### config.mk
export PLATFORM = sky130hd
export DESIGN_NAME = srtb_top
export DESIGN_NICKNAME = d
export VERILOG_FILES = /design/src/srtb_pkg.sv /design/src/srtb_char_if.sv /design/src/srtb_line_rx.sv /design/src/srtb_top.sv
export SDC_FILE = /design/constraint.sdc
export NUM_CORES = 1
export LEC_CHECK = 0
export BUFFER_PORTS_ARGS = -buffer_cell sky130_fd_sc_hd__buf_4
export CAP_MARGIN = 25
export CORE_AREA = 2 2 235 352
export CTS_CLUSTER_SIZE = 40
export DETAILED_ROUTE_END_ITERATION = 12
export DIE_AREA = 0 0 237 354
export REMOVE_ABC_BUFFERS = 1
export SETUP_SLACK_MARGIN = 0.3
export SYNTH_ARGS = -nofsm -noshare
export SYNTH_HDL_FRONTEND = slang
export SYNTH_SLANG_ARGS = --single-unit
export TNS_END_PERCENT = 100
### constraint.sdc
create_clock -name ref_clk -period 3.55 [get_ports ref_clk]
set_input_delay 0.1775 -clock ref_clk [delete_from_list [all_inputs] [get_ports ref_clk]]
set_output_delay 0.1775 -clock ref_clk [all_outputs]
set_load 0.005 [all_outputs]
### src/srtb_pkg.sv
// Purpose: Constants and functions for the serial receive timeout buffer.
// Assumes: 50 MHz reference clock.
// Notes:   Register offsets are byte addresses on a 32-bit Avalon-MM slave.
`default_nettype none
package srtb_pkg;
   // Clock rate and buffer size
   localparam int unsigned CLK_HZ        = 50000000;
   localparam int unsigned BUF_DEPTH     = 48;
   // Timer tick: 20 ms resolution of the gap timer
   localparam int unsigned TICK_MS       = 20;
   localparam int unsigned TICK_CYCLES   = CLK_HZ / 1000 * TICK_MS;
   // Gap timeouts in milliseconds, per baud code
   localparam int unsigned TMO_1200_MS   = 160;
   localparam int unsigned TMO_2400_MS   = 80;
   localparam int unsigned TMO_4800_MS   = 40;
   localparam int unsigned TMO_9600_MS   = 20;
   localparam int unsigned TMO_19200_MS  = 20;
   // Baud codes
   localparam logic [2:0]  BAUD_1200     = 3'h2;
   localparam logic [2:0]  BAUD_2400     = 3'h3;
   localparam logic [2:0]  BAUD_4800     = 3'h4;
   localparam logic [2:0]  BAUD_9600     = 3'h5;
   localparam logic [2:0]  BAUD_19200    = 3'h6;
   // Parity codes
   localparam logic [1:0]  PAR_NONE      = 2'h0;
   localparam logic [1:0]  PAR_ODD       = 2'h1;
   localparam logic [1:0]  PAR_EVEN      = 2'h2;
   // Stop codes: one, one and a half, two bit times
   localparam logic [1:0]  STOP_1        = 2'h0;
   localparam logic [1:0]  STOP_15       = 2'h1;
   localparam logic [1:0]  STOP_2        = 2'h2;
   // Register byte offsets
   localparam logic [5:0]  OFS_BAUD      = 6'h00;
   localparam logic [5:0]  OFS_DBITS     = 6'h04;
   localparam logic [5:0]  OFS_PARITY    = 6'h08;
   localparam logic [5:0]  OFS_STOP      = 6'h0c;
   localparam logic [5:0]  OFS_COUNT     = 6'h10;
   localparam logic [5:0]  OFS_STATUS    = 6'h14;
   localparam logic [5:0]  OFS_DATA      = 6'h18;
   // Status field positions
   localparam int unsigned ST_PERR_BIT   = 0;
   localparam int unsigned ST_ACT_BIT    = 1;
   // Reset values
   localparam logic [2:0]  RST_BAUD      = BAUD_9600;
   localparam logic [3:0]  RST_DBITS     = 4'h8;
   localparam logic [1:0]  RST_PARITY    = PAR_NONE;
   localparam logic [1:0]  RST_STOP      = STOP_1;
   // Oversample period (1/16 bit) in ref_clk cycles for a baud code
   function automatic logic [11:0] srtb_os_div(input logic [2:0] code);
      case (code)
         BAUD_1200:  srtb_os_div = 12'(CLK_HZ / (1200 * 16));
         BAUD_2400:  srtb_os_div = 12'(CLK_HZ / (2400 * 16));
         BAUD_4800:  srtb_os_div = 12'(CLK_HZ / (4800 * 16));
         BAUD_19200: srtb_os_div = 12'(CLK_HZ / (19200 * 16));
         default:    srtb_os_div = 12'(CLK_HZ / (9600 * 16));
      endcase
   endfunction
   // Gap timeout in 20 ms ticks for a baud code
   function automatic logic [3:0] srtb_tmo_ticks(input logic [2:0] code);
      case (code)
         BAUD_1200:  srtb_tmo_ticks = 4'(TMO_1200_MS / TICK_MS);
         BAUD_2400:  srtb_tmo_ticks = 4'(TMO_2400_MS / TICK_MS);
         BAUD_4800:  srtb_tmo_ticks = 4'(TMO_4800_MS / TICK_MS);
         BAUD_19200: srtb_tmo_ticks = 4'(TMO_19200_MS / TICK_MS);
         default:    srtb_tmo_ticks = 4'(TMO_9600_MS / TICK_MS);
      endcase
   endfunction
endpackage
`default_nettype wire

### src/srtb_char_if.sv
// Purpose: Carries received characters from the line receiver.
// Assumes: One clock domain.
// Notes:   charValid is a one-cycle pulse.
`default_nettype none
interface srtb_char_if;
   logic [7:0] charData;   // Received data, 7-bit mode zero-filled
   logic       charValid;  // One-cycle pulse per character
   logic       charPerr;   // Parity mismatch on this character
   modport src (output charData, output charValid, output charPerr);
   modport dst (input charData, input charValid, input charPerr);
endinterface
`default_nettype wire

### src/srtb_line_rx.sv
// Purpose: Asynchronous serial character receiver, 16x oversampled.
// Assumes: rxLine is already synchronous to ref_clk.
// Notes:   Stop interval is not sampled; the character is delivered at its first mid point.
`default_nettype none
module srtb_line_rx
   import srtb_pkg::*;
(
   // Clock and reset
   input  wire logic       ref_clk,
   input  wire logic       rst_n,
   // Configuration
   input  wire logic [2:0] baudCode,
   input  wire logic [3:0] dataBits,
   input  wire logic [1:0] parityMode,
   // Serial line
   input  wire logic       rxLine,
   // Characters out
   srtb_char_if.src        chr
);
   typedef enum logic [2:0] {S_IDLE, S_START, S_DATA, S_PAR, S_STOP} srtb_rx_e;
   srtb_rx_e    state;                   // Receiver state
   logic [11:0] osCnt;                   // Oversample divider
   logic [3:0]  phase;                   // 16 oversamples per bit
   logic [3:0]  bitIdx;                  // Data bit index
   logic [7:0]  shiftReg;                // Assembled data
   logic        parAcc;                  // Running xor of data
   wire         osTick  = (osCnt == 12'h000);
   wire         midBit  = osTick && (phase == 4'h7);
   wire         endBit  = osTick && (phase == 4'hf);
   wire         lastBit = (bitIdx == dataBits - 4'h1);
   wire         usePar  = (parityMode != PAR_NONE);
   // Odd parity wants total ones odd, even wants them even
   wire         parBad  = (parAcc ^ rxLine) != (parityMode == PAR_ODD);

   // Oversample divider: one enable pulse per 1/16 bit
   always_ff @(posedge ref_clk or negedge rst_n) begin
      if (!rst_n) osCnt <= 12'h000;
      else if (state == S_IDLE || osTick) osCnt <= srtb_os_div(baudCode) - 12'h001;
      else osCnt <= osCnt - 12'h001;
   end

   // Frame state machine
   always_ff @(posedge ref_clk or negedge rst_n) begin
      if (!rst_n) begin
         state <= S_IDLE;
         phase <= 4'h0;
         bitIdx <= 4'h0;
         shiftReg <= 8'h00;
         parAcc <= 1'b0;
         chr.charValid <= 1'b0;
         chr.charData <= 8'h00;
         chr.charPerr <= 1'b0;
      end else begin
         chr.charValid <= 1'b0;
         if (osTick && state != S_IDLE) phase <= phase + 4'h1;
         unique case (state)
            S_IDLE: begin
               phase <= 4'h0;
               if (!rxLine) state <= S_START;
            end
            S_START: begin
               // False start when line is high again at mid bit
               if (midBit) state <= rxLine ? S_IDLE : S_START;
               if (endBit) begin
                  state <= S_DATA;
                  bitIdx <= 4'h0;
                  parAcc <= 1'b0;
                  shiftReg <= 8'h00;
               end
            end
            S_DATA: begin
               if (midBit) begin
                  // LSB first; bit lands at its index for 7 or 8 bits
                  shiftReg[bitIdx[2:0]] <= rxLine;
                  parAcc <= parAcc ^ rxLine;
               end
               if (endBit) begin
                  bitIdx <= bitIdx + 4'h1;
                  if (lastBit) state <= usePar ? S_PAR : S_STOP;
               end
            end
            S_PAR: begin
               if (midBit) chr.charPerr <= parBad;
               if (endBit) state <= S_STOP;
            end
            S_STOP: begin
               // Deliver at stop mid point; 1.5 or 2 stop bits just idle longer
               if (midBit) begin
                  chr.charData <= shiftReg;
                  chr.charValid <= 1'b1;
                  if (!usePar) chr.charPerr <= 1'b0;
                  state <= S_IDLE;
               end
            end
         endcase
      end
   end
endmodule
`default_nettype wire

### src/srtb_top.sv
// Purpose: Receive side of a serial port with a 48-byte gap-timed buffer.
// Assumes: 50 MHz ref_clk; Avalon-MM slave with waitrequest.
// Notes:   Reads and writes are answered one cycle after the request rises.
//
// Design decisions made here: the Avalon-MM slave port and the register addresses.
`default_nettype none

module srtb_top
   import srtb_pkg::*;
(
   // Clock and reset
   input  wire logic        ref_clk,
   input  wire logic        rst_n,
   // Avalon-MM slave
   input  wire logic [5:0]  avs_address,
   input  wire logic        avs_read,
   input  wire logic        avs_write,
   input  wire logic [31:0] avs_writedata,
   input  wire logic [3:0]  avs_byteenable,
   output var  logic [31:0] avs_readdata,
   output var  logic        avs_waitrequest,
   // Serial line
   input  wire logic        rxLine,
   // Status pins
   output var  logic [5:0]  rxCount,
   output var  logic        rxParityErr
);
   srtb_char_if chr ();                  // Receiver to buffer

   logic [2:0]  baudCode;                // Line rate code
   logic [3:0]  dataBits;                // 7 or 8
   logic [1:0]  parityMode;              // Parity setting
   logic [1:0]  stopMode;                // Stop interval setting
   logic [7:0]  bufMem [BUF_DEPTH];      // Receive buffer storage
   logic [5:0]  bufCount;                // Bytes held
   logic        blockPerr;               // Parity error in current block
   logic [5:0]  readIdx;                 // Data port read index
   logic [24:0] tickCnt;                 // 20 ms timebase divider
   logic [3:0]  gapTicks;                // Elapsed gap ticks
   logic        gapRun;                  // Gap timer running
   logic        rdPend;                  // Bus answer cycle, read or write

   // Decoding
   wire         tick20    = (tickCnt == 25'(TICK_CYCLES - 1));
   wire         gapExpire = gapRun && tick20 && (gapTicks + 4'h1 >= srtb_tmo_ticks(baudCode));
   wire         freshStart = !gapRun || (bufCount == 6'(BUF_DEPTH));
   // Write lands only at the edge where the master sees waitrequest low
   wire         wrStrobe  = avs_write && !avs_waitrequest && avs_byteenable[0];
   wire         selBaud   = wrStrobe && (avs_address == OFS_BAUD);
   wire         selDbits  = wrStrobe && (avs_address == OFS_DBITS);
   wire         selParity = wrStrobe && (avs_address == OFS_PARITY);
   wire         selStop   = wrStrobe && (avs_address == OFS_STOP);
   wire         rdData    = avs_read && !rdPend && (avs_address == OFS_DATA);
   // First cycle of any transfer; the answer follows one cycle later
   wire         busStart  = (avs_read || avs_write) && !rdPend;
   wire [2:0]   wBaud     = avs_writedata[2:0];
   wire [3:0]   wDbits    = avs_writedata[3:0];
   wire         baudOk    = (wBaud >= BAUD_1200) && (wBaud <= BAUD_19200);
   wire         dbitsOk   = (wDbits == 4'h7) || (wDbits == 4'h8);
   wire [31:0]  next_readdata =
      (avs_address == OFS_BAUD)   ? {29'h0, baudCode}   :
      (avs_address == OFS_DBITS)  ? {28'h0, dataBits}   :
      (avs_address == OFS_PARITY) ? {30'h0, parityMode} :
      (avs_address == OFS_STOP)   ? {30'h0, stopMode}   :
      (avs_address == OFS_COUNT)  ? {26'h0, bufCount}   :
      (avs_address == OFS_STATUS) ? {30'h0, gapRun, blockPerr} :
      (avs_address == OFS_DATA)   ? {24'h0, bufMem[readIdx]} :
      32'h0;

   // Line receiver
   srtb_line_rx u_rx (
      .ref_clk    (ref_clk),
      .rst_n      (rst_n),
      .baudCode   (baudCode),
      .dataBits   (dataBits),
      .parityMode (parityMode),
      .rxLine     (rxLine),
      .chr        (chr)
   );

   // Configuration registers, invalid codes ignored
   always_ff @(posedge ref_clk or negedge rst_n) begin
      if (!rst_n) begin
         baudCode   <= RST_BAUD;
         dataBits   <= RST_DBITS;
         parityMode <= RST_PARITY;
         stopMode   <= RST_STOP;
      end else begin
         if (selBaud && baudOk) baudCode <= wBaud;
         if (selDbits && dbitsOk) dataBits <= wDbits;
         if (selParity && avs_writedata[1:0] != 2'h3) parityMode <= avs_writedata[1:0];
         if (selStop && avs_writedata[1:0] != 2'h3) stopMode <= avs_writedata[1:0];
      end
   end

   // 20 ms timebase, realigned on each character
   always_ff @(posedge ref_clk or negedge rst_n) begin
      if (!rst_n) tickCnt <= 25'h0;
      else if (chr.charValid || tick20) tickCnt <= 25'h0;
      else tickCnt <= tickCnt + 25'h1;
   end

   // Gap timer: restart per character, stop on expiry
   always_ff @(posedge ref_clk or negedge rst_n) begin
      if (!rst_n) begin
         gapRun <= 1'b0;
         gapTicks <= 4'h0;
      end else if (chr.charValid) begin
         gapRun <= 1'b1;
         gapTicks <= 4'h0;
      end else if (gapExpire) begin
         gapRun <= 1'b0;
      end else if (gapRun && tick20) begin
         gapTicks <= gapTicks + 4'h1;
      end
   end

   // Buffer fill: append, or restart after timeout or when full
   always_ff @(posedge ref_clk or negedge rst_n) begin
      if (!rst_n) begin
         bufCount <= 6'h00;
         blockPerr <= 1'b0;
      end else if (chr.charValid) begin
         if (freshStart) begin
            bufCount <= 6'h01;
            blockPerr <= chr.charPerr;
         end else begin
            bufCount <= bufCount + 6'h01;
            blockPerr <= blockPerr | chr.charPerr;
         end
      end
   end

   // Buffer storage, indexed by position
   always_ff @(posedge ref_clk) begin
      if (chr.charValid) bufMem[freshStart ? 6'h00 : bufCount] <= chr.charData;
   end

   // Data port read index: rewinds on new stream, steps per data read
   always_ff @(posedge ref_clk or negedge rst_n) begin
      if (!rst_n) readIdx <= 6'h00;
      else if (chr.charValid && freshStart) readIdx <= 6'h00;
      else if (rdData && readIdx < 6'(BUF_DEPTH - 1)) readIdx <= readIdx + 6'h01;
   end

   // Bus answer: reads and writes both answered one cycle after they rise
   always_ff @(posedge ref_clk or negedge rst_n) begin
      if (!rst_n) begin
         rdPend <= 1'b0;
         avs_readdata <= 32'h0;
         avs_waitrequest <= 1'b1;
      end else begin
         rdPend <= busStart;
         avs_readdata <= next_readdata;
         avs_waitrequest <= !busStart;
      end
   end

   // Status pins mirror the buffer state
   always_ff @(posedge ref_clk or negedge rst_n) begin
      if (!rst_n) begin
         rxCount <= 6'h00;
         rxParityErr <= 1'b0;
      end else begin
         rxCount <= bufCount;
         rxParityErr <= blockPerr;
      end
   end
endmodule
`default_nettype wire

==> impl_results.md, run 1 <==
- Hold Worst Slack: 0.102 ns
- All-Layer GR Usage: 11.6%
- Via density: 4.61
- Compound-gate portion of the synthesized area: 3.78%
- Max stage delay cell, worst path: sky130_fd_sc_hd__or4_4
- Predominant post-synthesis flop cell: sky130_fd_sc_hd__edfxtp_1
- Max-cap violations: 0
- Final period demand of the worst path: 3.11 ns
- Final Max Slew Viols: 0
- Hold Path Class: in2reg
- Final cell count without fillers: 2442
- Design Power: 11.9 mW
- Net count, final: 1430
- EDFF count, synth: 384
- Final instance area: 0.0243 mm²
- Avg Cell Area, Syn: 16.5 µm²
- Maximum count of clock buffers along a single path: 3
- Syn Std Cell Area: 0.0208 mm²
- CP peak stage delay: 0.57 ns
- Worst r2r path cells: 13
- Placement-stage cell area: 0.0227 mm²
- Via count of the first global-routing pass: 11800
- Final global-route overflow total: 0
- CTS tree: yes
- Leak: 6.99 nW
- Type of destination of the critical path: register
- Placed instance count: 2353
- DRC: 0
- Routed wirelength normalized by instance count: 19.9 µm
- Power density over cell area: 489 mW/mm²
- Input/output buffers: 31
- Start of the worst register-to-register path: u_rx.osCnt[6]$_DFF_PN0_
- Total number of vias: 11300
- Adder-Cell Fraction of Synth Area: 0.780%
- CORE AREA: 0.0809 mm²
- Number of storage elements in the synthesis netlist: 497
- Most frequent cells in the layout: sky130_fd_sc_hd__edfxtp_1 (384), sky130_fd_sc_hd__nor2_1 (117), sky130_fd_sc_hd__mux4_2 (114), sky130_fd_sc_hd__buf_4 (113), sky130_fd_sc_hd__dfrtp_1 (105)
- Register clock-pin slew on the reported worst setup and hold paths: 0.07 ns
- Worst slack at placement: -0.0287 ns
- Worst path arrival time: 3.60 ns
- Die Area: 0.0839 mm²
- Cell family contributing the most delay on the critical path: simple AND/OR/NAND/NOR gates
- Horizontal die dimension: 237 µm
- WP depth: 13
- Library cell appearing most often on the critical path: sky130_fd_sc_hd__buf_4
- H-tree depth reported by CTS: 2
- Critical path cell sequence: or4_4 -> nor4_4 -> buf_4 -> nor2_2 -> a21oi_2 -> ha_2 -> nor3b_4 -> nand3_2 -> a2111oi_4 -> buf_4 -> nand2_1 -> xor2_1 -> o21ai_1
- Initial Util: 25.8%
- Worst supply voltage drop on vdd: 0.000304 V
- Worst-path fanout max: 7
- HPWL reported at the end of detailed placement: 32700 µm
- Result of the run: finished, final reports clean
- Post-detailed-route count of antenna-violating nets: 0
- Final wirelength: 48700 µm
- Transition time at the pin with the least slew margin: 0.987 ns
- Largest net degree at the start of global routing: 63
- First-pass GRT wire length: 73900 µm
- Setup repair after global routing missed its margin: no
- Final critical-path share of the clock period: 87.6%
- Type of origin of the critical path: register
- Ratio of cells with drive above 1 in the final layout: 24.7%
- Post-synth ARST share: 22.7%
- Netlist cell types: 69
- Area added between synthesis and finish: 16.4%
- Share of synthesized area occupied by flip-flops and latches: 68.9%
- Placement Rows: 128
- Routability-driven placement congestion ratio: 0.813
- Simple logic cell fraction of the synthesized area: 8.06%
- Share of the synthesized netlist area taken by xor and xnor gates: 2.23%
- Data required time at the worst endpoint: 4.04 ns
- Total setup violations reported at the end of the flow: 0
- Critical path startpoint: u_rx.osCnt[6]$_DFF_PN0_
- Antenna cell count: 0
- Last element of the critical path: u_rx.osCnt[10]$_DFF_PN0_
- Final total negative setup slack: 0 ns
- Die boundary height: 354 µm
- Upper clock frequency limit: 0.321 GHz
- Relative slew slack: 33.5%
- Initial DRT Pass Iterations: 5
- Skew final: 0.0242 ns
- Initial antenna violation count: 0
- Mux cell area share after synthesis: 13.8%
- Final Worst Setup Slack: 0.439 ns
- Reg-to-reg endpoint: u_rx.osCnt[10]$_DFF_PN0_
- Yosys warning total: 0
- Number of buffers created by CTS: 43
- Critical path buffer and inverter count: 2
- End-of-flow core utilization: 30.0%
- Instance count of the mapped netlist: 1266
- Top Ports: 87
- Most common cell after layout, fill and taps aside: sky130_fd_sc_hd__edfxtp_1
- Combinational family with the most area after synthesis: multiplexers
- Worst-skew pair later-pin latency: 0.57 ns
- DRT iter0 DRCs: 852
- Root buffer cell: sky130_fd_sc_hd__clkbuf_16
- WS Path Type: reg2reg
- Number of sinks driven by the clock tree: 497
- Final Hold Violating Endpoints: 0
- Setup slack of the most critical reg-to-reg path: 0.44 ns
-- synthesized netlist by cell type, types with 10 or more instances --
library cell | n | area share (%)
sky130_fd_sc_hd__a21oi_1 | 23 | 0.55
sky130_fd_sc_hd__o21ai_0 | 22 | 0.53
sky130_fd_sc_hd__inv_1 | 17 | 0.31
sky130_fd_sc_hd__ha_1 | 13 | 0.78
sky130_fd_sc_hd__nor2b_1 | 10 | 0.30
sky130_fd_sc_hd__clkbuf_1 | 42 | 0.76
sky130_fd_sc_hd__buf_4 | 27 | 0.97
sky130_fd_sc_hd__xor2_1 | 24 | 1.0
sky130_fd_sc_hd__mux2i_1 | 10 | 0.48
sky130_fd_sc_hd__nand2_1 | 63 | 1.1
sky130_fd_sc_hd__dfrtp_1 | 109 | 13
sky130_fd_sc_hd__nor2_1 | 117 | 2.1
sky130_fd_sc_hd__nor3_1 | 25 | 0.60
sky130_fd_sc_hd__xnor2_1 | 29 | 1.2
sky130_fd_sc_hd__o21ai_1 | 27 | 0.65
sky130_fd_sc_hd__mux2_2 | 18 | 0.97
sky130_fd_sc_hd__edfxtp_1 | 384 | 55
sky130_fd_sc_hd__buf_2 | 14 | 0.34
sky130_fd_sc_hd__mux4_2 | 114 | 12
sky130_fd_sc_hd__nand3_1 | 31 | 0.74
-- worst register-to-register path: cells and delay by family (launching register included) --
family / cells / cell delay, ns
and+or+nand+nor: 6 / 1.31
AOI/OAI and AO/OA: 3 / 0.62
DFF: 1 / 0.45
buffers and inverters: 2 / 0.33
adders and majority gates: 1 / 0.19
xor gates and xnor gates: 1 / 0.14
-- state kept, by name (all words and copies together), names as in the netlist, 2 cells and up --
signal,cells
bufMem,384
u_rx.osCnt,12
u_rx.phase,4
baudCode,3
avs_readdata,8
u_rx.shiftReg,8
bufCount,6
u_rx.chr.charData,8
u_rx.bitIdx,4
parityMode,2
rxCount,6
gapTicks,4
readIdx,6
tickCnt,25
stopMode,2
u_rx.state,3
dataBits,4
-- how the worst min path moves through the flow --
stage / from / to / slack [ns] / cells past startpoint
after detailed placement: rst_n / u_rx.bitIdx[0]$_DFFE_PN0P_ / 0.32 / 1
after CTS: avs_address[2] / baudCode[0]$_DFFE_PN1P_ / 0.07 / 4
after floorplan: rst_n / avs_readdata[0]$_DFF_PN0_ / -0.12 / 0
final: avs_address[2] / stopMode[0]$_DFFE_PN0P_ / 0.10 / 4
after global routing: avs_address[2] / stopMode[0]$_DFFE_PN0P_ / 0.12 / 4
after global placement: rst_n / u_rx.bitIdx[0]$_DFFE_PN0P_ / 0.32 / 1
-- area by class of cell --
| type | count | area (µm²) |
|---|---|---|
| Sequential cell | 497 | 14400 |
| Inverter | 17 | 63.8 |
| Timing Repair Buffer | 123 | 968 |
| Fill cell | 7839 | 56600 |
| Tap cell | 1040 | 1300 |
| Clock buffer | 53 | 1130 |
| Clock inverter | 24 | 305 |
| Multi-Input combinational cell | 688 | 6110 |
-- layer usage --
layer	wire length (µm)	GRT usage (%)	vias up
met1	18700	13.5	5817
li1	-	-	5047
met3	1950	1.34	93
met4	2290	5.63	0
met5	0	0	-
met2	25700	21.2	303
-- cell families after synthesis --
group           count (synthesis)
compound gates                125
simple gates                  331
buf+inv                       104
mux                           142
flops                         497
fa+ha+maj                      13
xor+xnor                       53
other cells                     1
-- where the power goes --
group	internal (mW)	switching [mW]
clock network	2.74	2.12
registers	6.26	0.136
logic	0.312	0.292
-- timing repair --
| action | CTS | global route |
|---|---|---|
| hold buffers | 8 | 0 |
| buffers inserted | 1 | 3 |
| resized for setup | 7 | 4 |
| endpoints found under the setup margin | 2 | 1 |
| pin swaps | 2 | 1 |
| hold endpoints to repair | 71 | 0 |
(Power assumes the default switching activity.)
==> run 2, diff against run 1 <==
==> constraint.sdc (replaced) <==
create_clock -name ref_clk -period 3.47 [get_ports ref_clk]
set_input_delay 0.1735 -clock ref_clk [delete_from_list [all_inputs] [get_ports ref_clk]]
set_output_delay 0.1735 -clock ref_clk [all_outputs]
set_load 0.005 [all_outputs]
==> run 2 against run 1 <==
Critical path depth unchanged. Via count up 1.8%. Routed wire length up 2.4%. Global-route usage up 0.27 points. Clock skew down 0.0077 ns. First-iteration DRC count up 6.0%. Count of clock-buffer cells in the layout up 2. Sequential power up 2%. Utilization about the same. Critical endpoint unchanged. Largest power group unchanged.
==> impl_results.md, run 2 (synthesis results as in run 1) <==
- Result of the run: finished, final reports clean
- Initial antenna violation count: 1
- Transition time at the pin with the least slew margin: 0.971 ns
- WS Path Type: reg2reg
- Placement Rows: 128
- Hold Path Class: in2reg
- Skew final: 0.0164 ns
- Initial Util: 25.8%
- Worst-path fanout max: 4
- Internal Power: 9.29 mW
- Final Max Slew Viols: 0
- DRC: 0
- Final Hold Violating Endpoints: 0
- Flop pwr share: 55.0%
- All-Layer GR Usage: 11.9%
- CTS tree: yes
- Number of buffers created by CTS: 41
- Largest register by flop count: bufMem
- Leak: 7.00 nW
- Setup repair after global routing missed its margin: no
- Final global-route overflow total: 0
- Root buffer cell: sky130_fd_sc_hd__clkbuf_16
- Via count of the first global-routing pass: 12000
- Maximum count of clock buffers along a single path: 3
- Largest register FFs: 384
- Die Area: 0.0839 mm²
- Combinational power share: 5.6%
- CORE AREA: 0.0809 mm²
- First-pass GRT wire length: 75400 µm
- HPWL reported at the end of detailed placement: 33200 µm
- Data required time at the worst endpoint: 3.91 ns
- Area added between synthesis and finish: 16.2%
- Power density over cell area: 489 mW/mm²
- Final critical-path share of the clock period: 86.8%
- Worst path arrival time: 3.46 ns
- Die boundary height: 354 µm
- Net count, final: 1435
- Horizontal die dimension: 237 µm
- Upper clock frequency limit: 0.332 GHz
- Total number of vias: 11500
- CP peak stage delay: 0.58 ns
- Largest net degree at the start of global routing: 75
- Placement-stage cell area: 0.0228 mm²
- DRT iter0 DRCs: 903
- Input/output buffers: 31
- Initial DRT Pass Iterations: 5
- Worst supply voltage drop on vdd: 0.000322 V
- Routed wirelength normalized by instance count: 20.4 µm
- Register clock-pin slew on the reported worst setup and hold paths: 0.07 ns
- Switching portion of total power: 21.6%
- Final period demand of the worst path: 3.01 ns
- Max stage delay cell, worst path: sky130_fd_sc_hd__or4_4
- Max-cap violations: 0
- Post-detailed-route count of antenna-violating nets: 0
- End-of-flow core utilization: 30.0%
- Routability-driven placement congestion ratio: 0.813
- Type of destination of the critical path: register
- Critical path cell sequence: or4_4 -> nor4_4 -> or2_2 -> nand3_1 -> o21ai_2 -> ha_2 -> nor3b_4 -> nand3_2 -> a2111oi_4 -> buf_4 -> nand2_1 -> xor2_1 -> o21ai_1
- Total setup violations reported at the end of the flow: 0
- Relative slew slack: 34.6%
- Type of origin of the critical path: register
- Relative contribution of the clock network to total power: 39.4%
- Via density: 4.68
- Top Ports: 87
- Registers with the highest flip-flop counts: bufMem (384), tickCnt (25), u_rx.osCnt (12)
- Worst-skew pair later-pin latency: 0.57 ns
- Most frequent cells in the layout: sky130_fd_sc_hd__edfxtp_1 (384), sky130_fd_sc_hd__nor2_1 (117), sky130_fd_sc_hd__buf_4 (117), sky130_fd_sc_hd__mux4_2 (114), sky130_fd_sc_hd__dfrtp_1 (106)
- Final instance area: 0.0242 mm²
- Final wirelength: 49900 µm
- Most common cell after layout, fill and taps aside: sky130_fd_sc_hd__edfxtp_1
- H-tree depth reported by CTS: 2
- Number of sinks driven by the clock tree: 497
- Ratio of cells with drive above 1 in the final layout: 24.5%
- Antenna cell count: 0
- Net load switching power: 2.56 mW
-- run 2: cell types whose count changed in the layout (fill, tap and decap cells not counted), moves of 3 or more --
cell                         change
sky130_fd_sc_hd__clkinvlp_4      -4
sky130_fd_sc_hd__bufinv_16       -3
sky130_fd_sc_hd__buf_12          +3
sky130_fd_sc_hd__clkinv_1        +3
sky130_fd_sc_hd__buf_4           +4
sky130_fd_sc_hd__clkinv_2        +3
-- run 2: power groups by stage --
stage               clock [mW]  combinational (mW)  sequential, mW
global placement             0               0.611            6.63
CTS                       4.79               0.655            6.51
global route              4.98               0.729            6.52
detailed placement           0               0.627            6.63
finish                    4.67               0.663            6.51
floorplan                    0               0.352            6.68
-- run 2: layout make-up --
type	instances	area, µm²
tap	1040	1300
clock buffer	55	1140
multi-input combinational	688	6100
clock inverter	21	186
fill	7821	56700
timing repair buffer	130	1060
sequential	497	14400
inverter	17	63.8
-- run 2: routing by layer --
| layer | vias to the layer above | GRT usage [%] | share of wire (%) |
|---|---|---|---|
| li1 | 5075 | - | - |
| met1 | 6012 | 13.6 | 38 |
| met2 | 295 | 22.3 | 55 |
| met3 | 83 | 1.32 | 3.8 |
| met4 | 0 | 4.77 | 3.5 |
| met5 | - | 0 | 0 |
-- run 2: path summary, 6_finish.rpt --
| kind | start | to | slack (ns) | depth (start not counted) |
|---|---|---|---|---|
| min | avs_address[3] | stopMode[0]$_DFFE_PN0P_ | 0.08 | 4 |
| max reg2reg | u_rx.osCnt[10]$_DFF_PN0_ | u_rx.osCnt[10]$_DFF_PN0_ | 0.46 | 13 |
| max | u_rx.osCnt[10]$_DFF_PN0_ | u_rx.osCnt[10]$_DFF_PN0_ | 0.46 | 13 |
| min reg2reg | u_rx.osCnt[0]$_DFF_PN0_ | u_rx.osCnt[0]$_DFF_PN0_ | 0.49 | 1 |
| min in group asynchronous | rst_n | u_rx.bitIdx[3]$_DFFE_PN0P_ | 0.16 | 2 |
| max in group asynchronous | rst_n | rxCount[1]$_DFF_PN0_ | 2.51 | 3 |
-- run 2: what timing repair did --
action,4_1_cts,5_1_grt
setup endpoints to repair,2,2
pin swaps,2,1
gates resized for setup,5,4
endpoints found under the hold margin,54,0
hold buffers,8,0
buffers inserted,2,1
-- run 2: worst max-delay path, delay by kind of cell (launching register included) --
kind | cells | cell delay, ns
adders and majority gates | 1 | 0.21
AOI/OAI and AO/OA | 3 | 0.41
DFF | 1 | 0.41
buffers and inverters | 1 | 0.17
and+or+nand+nor | 7 | 1.58
xor gates and xnor gates | 1 | 0.14
-- run 2: stage by stage --
step,setup TNS [ns],setup WS (ns),instances,hold WS (ns),total power [mW]
4_1_cts,0,0.307,2447,0.0456,12.0
3_5_place_dp,0,0.0236,2361,0.219,7.26
2_1_floorplan,-24.11,-2.06,1202,-0.122,7.03
6_report,0,0.458,2448,0.0762,11.8
3_3_place_gp,0,0.0441,2361,0.210,7.24
5_1_grt,0,0.285,2448,0.121,12.2
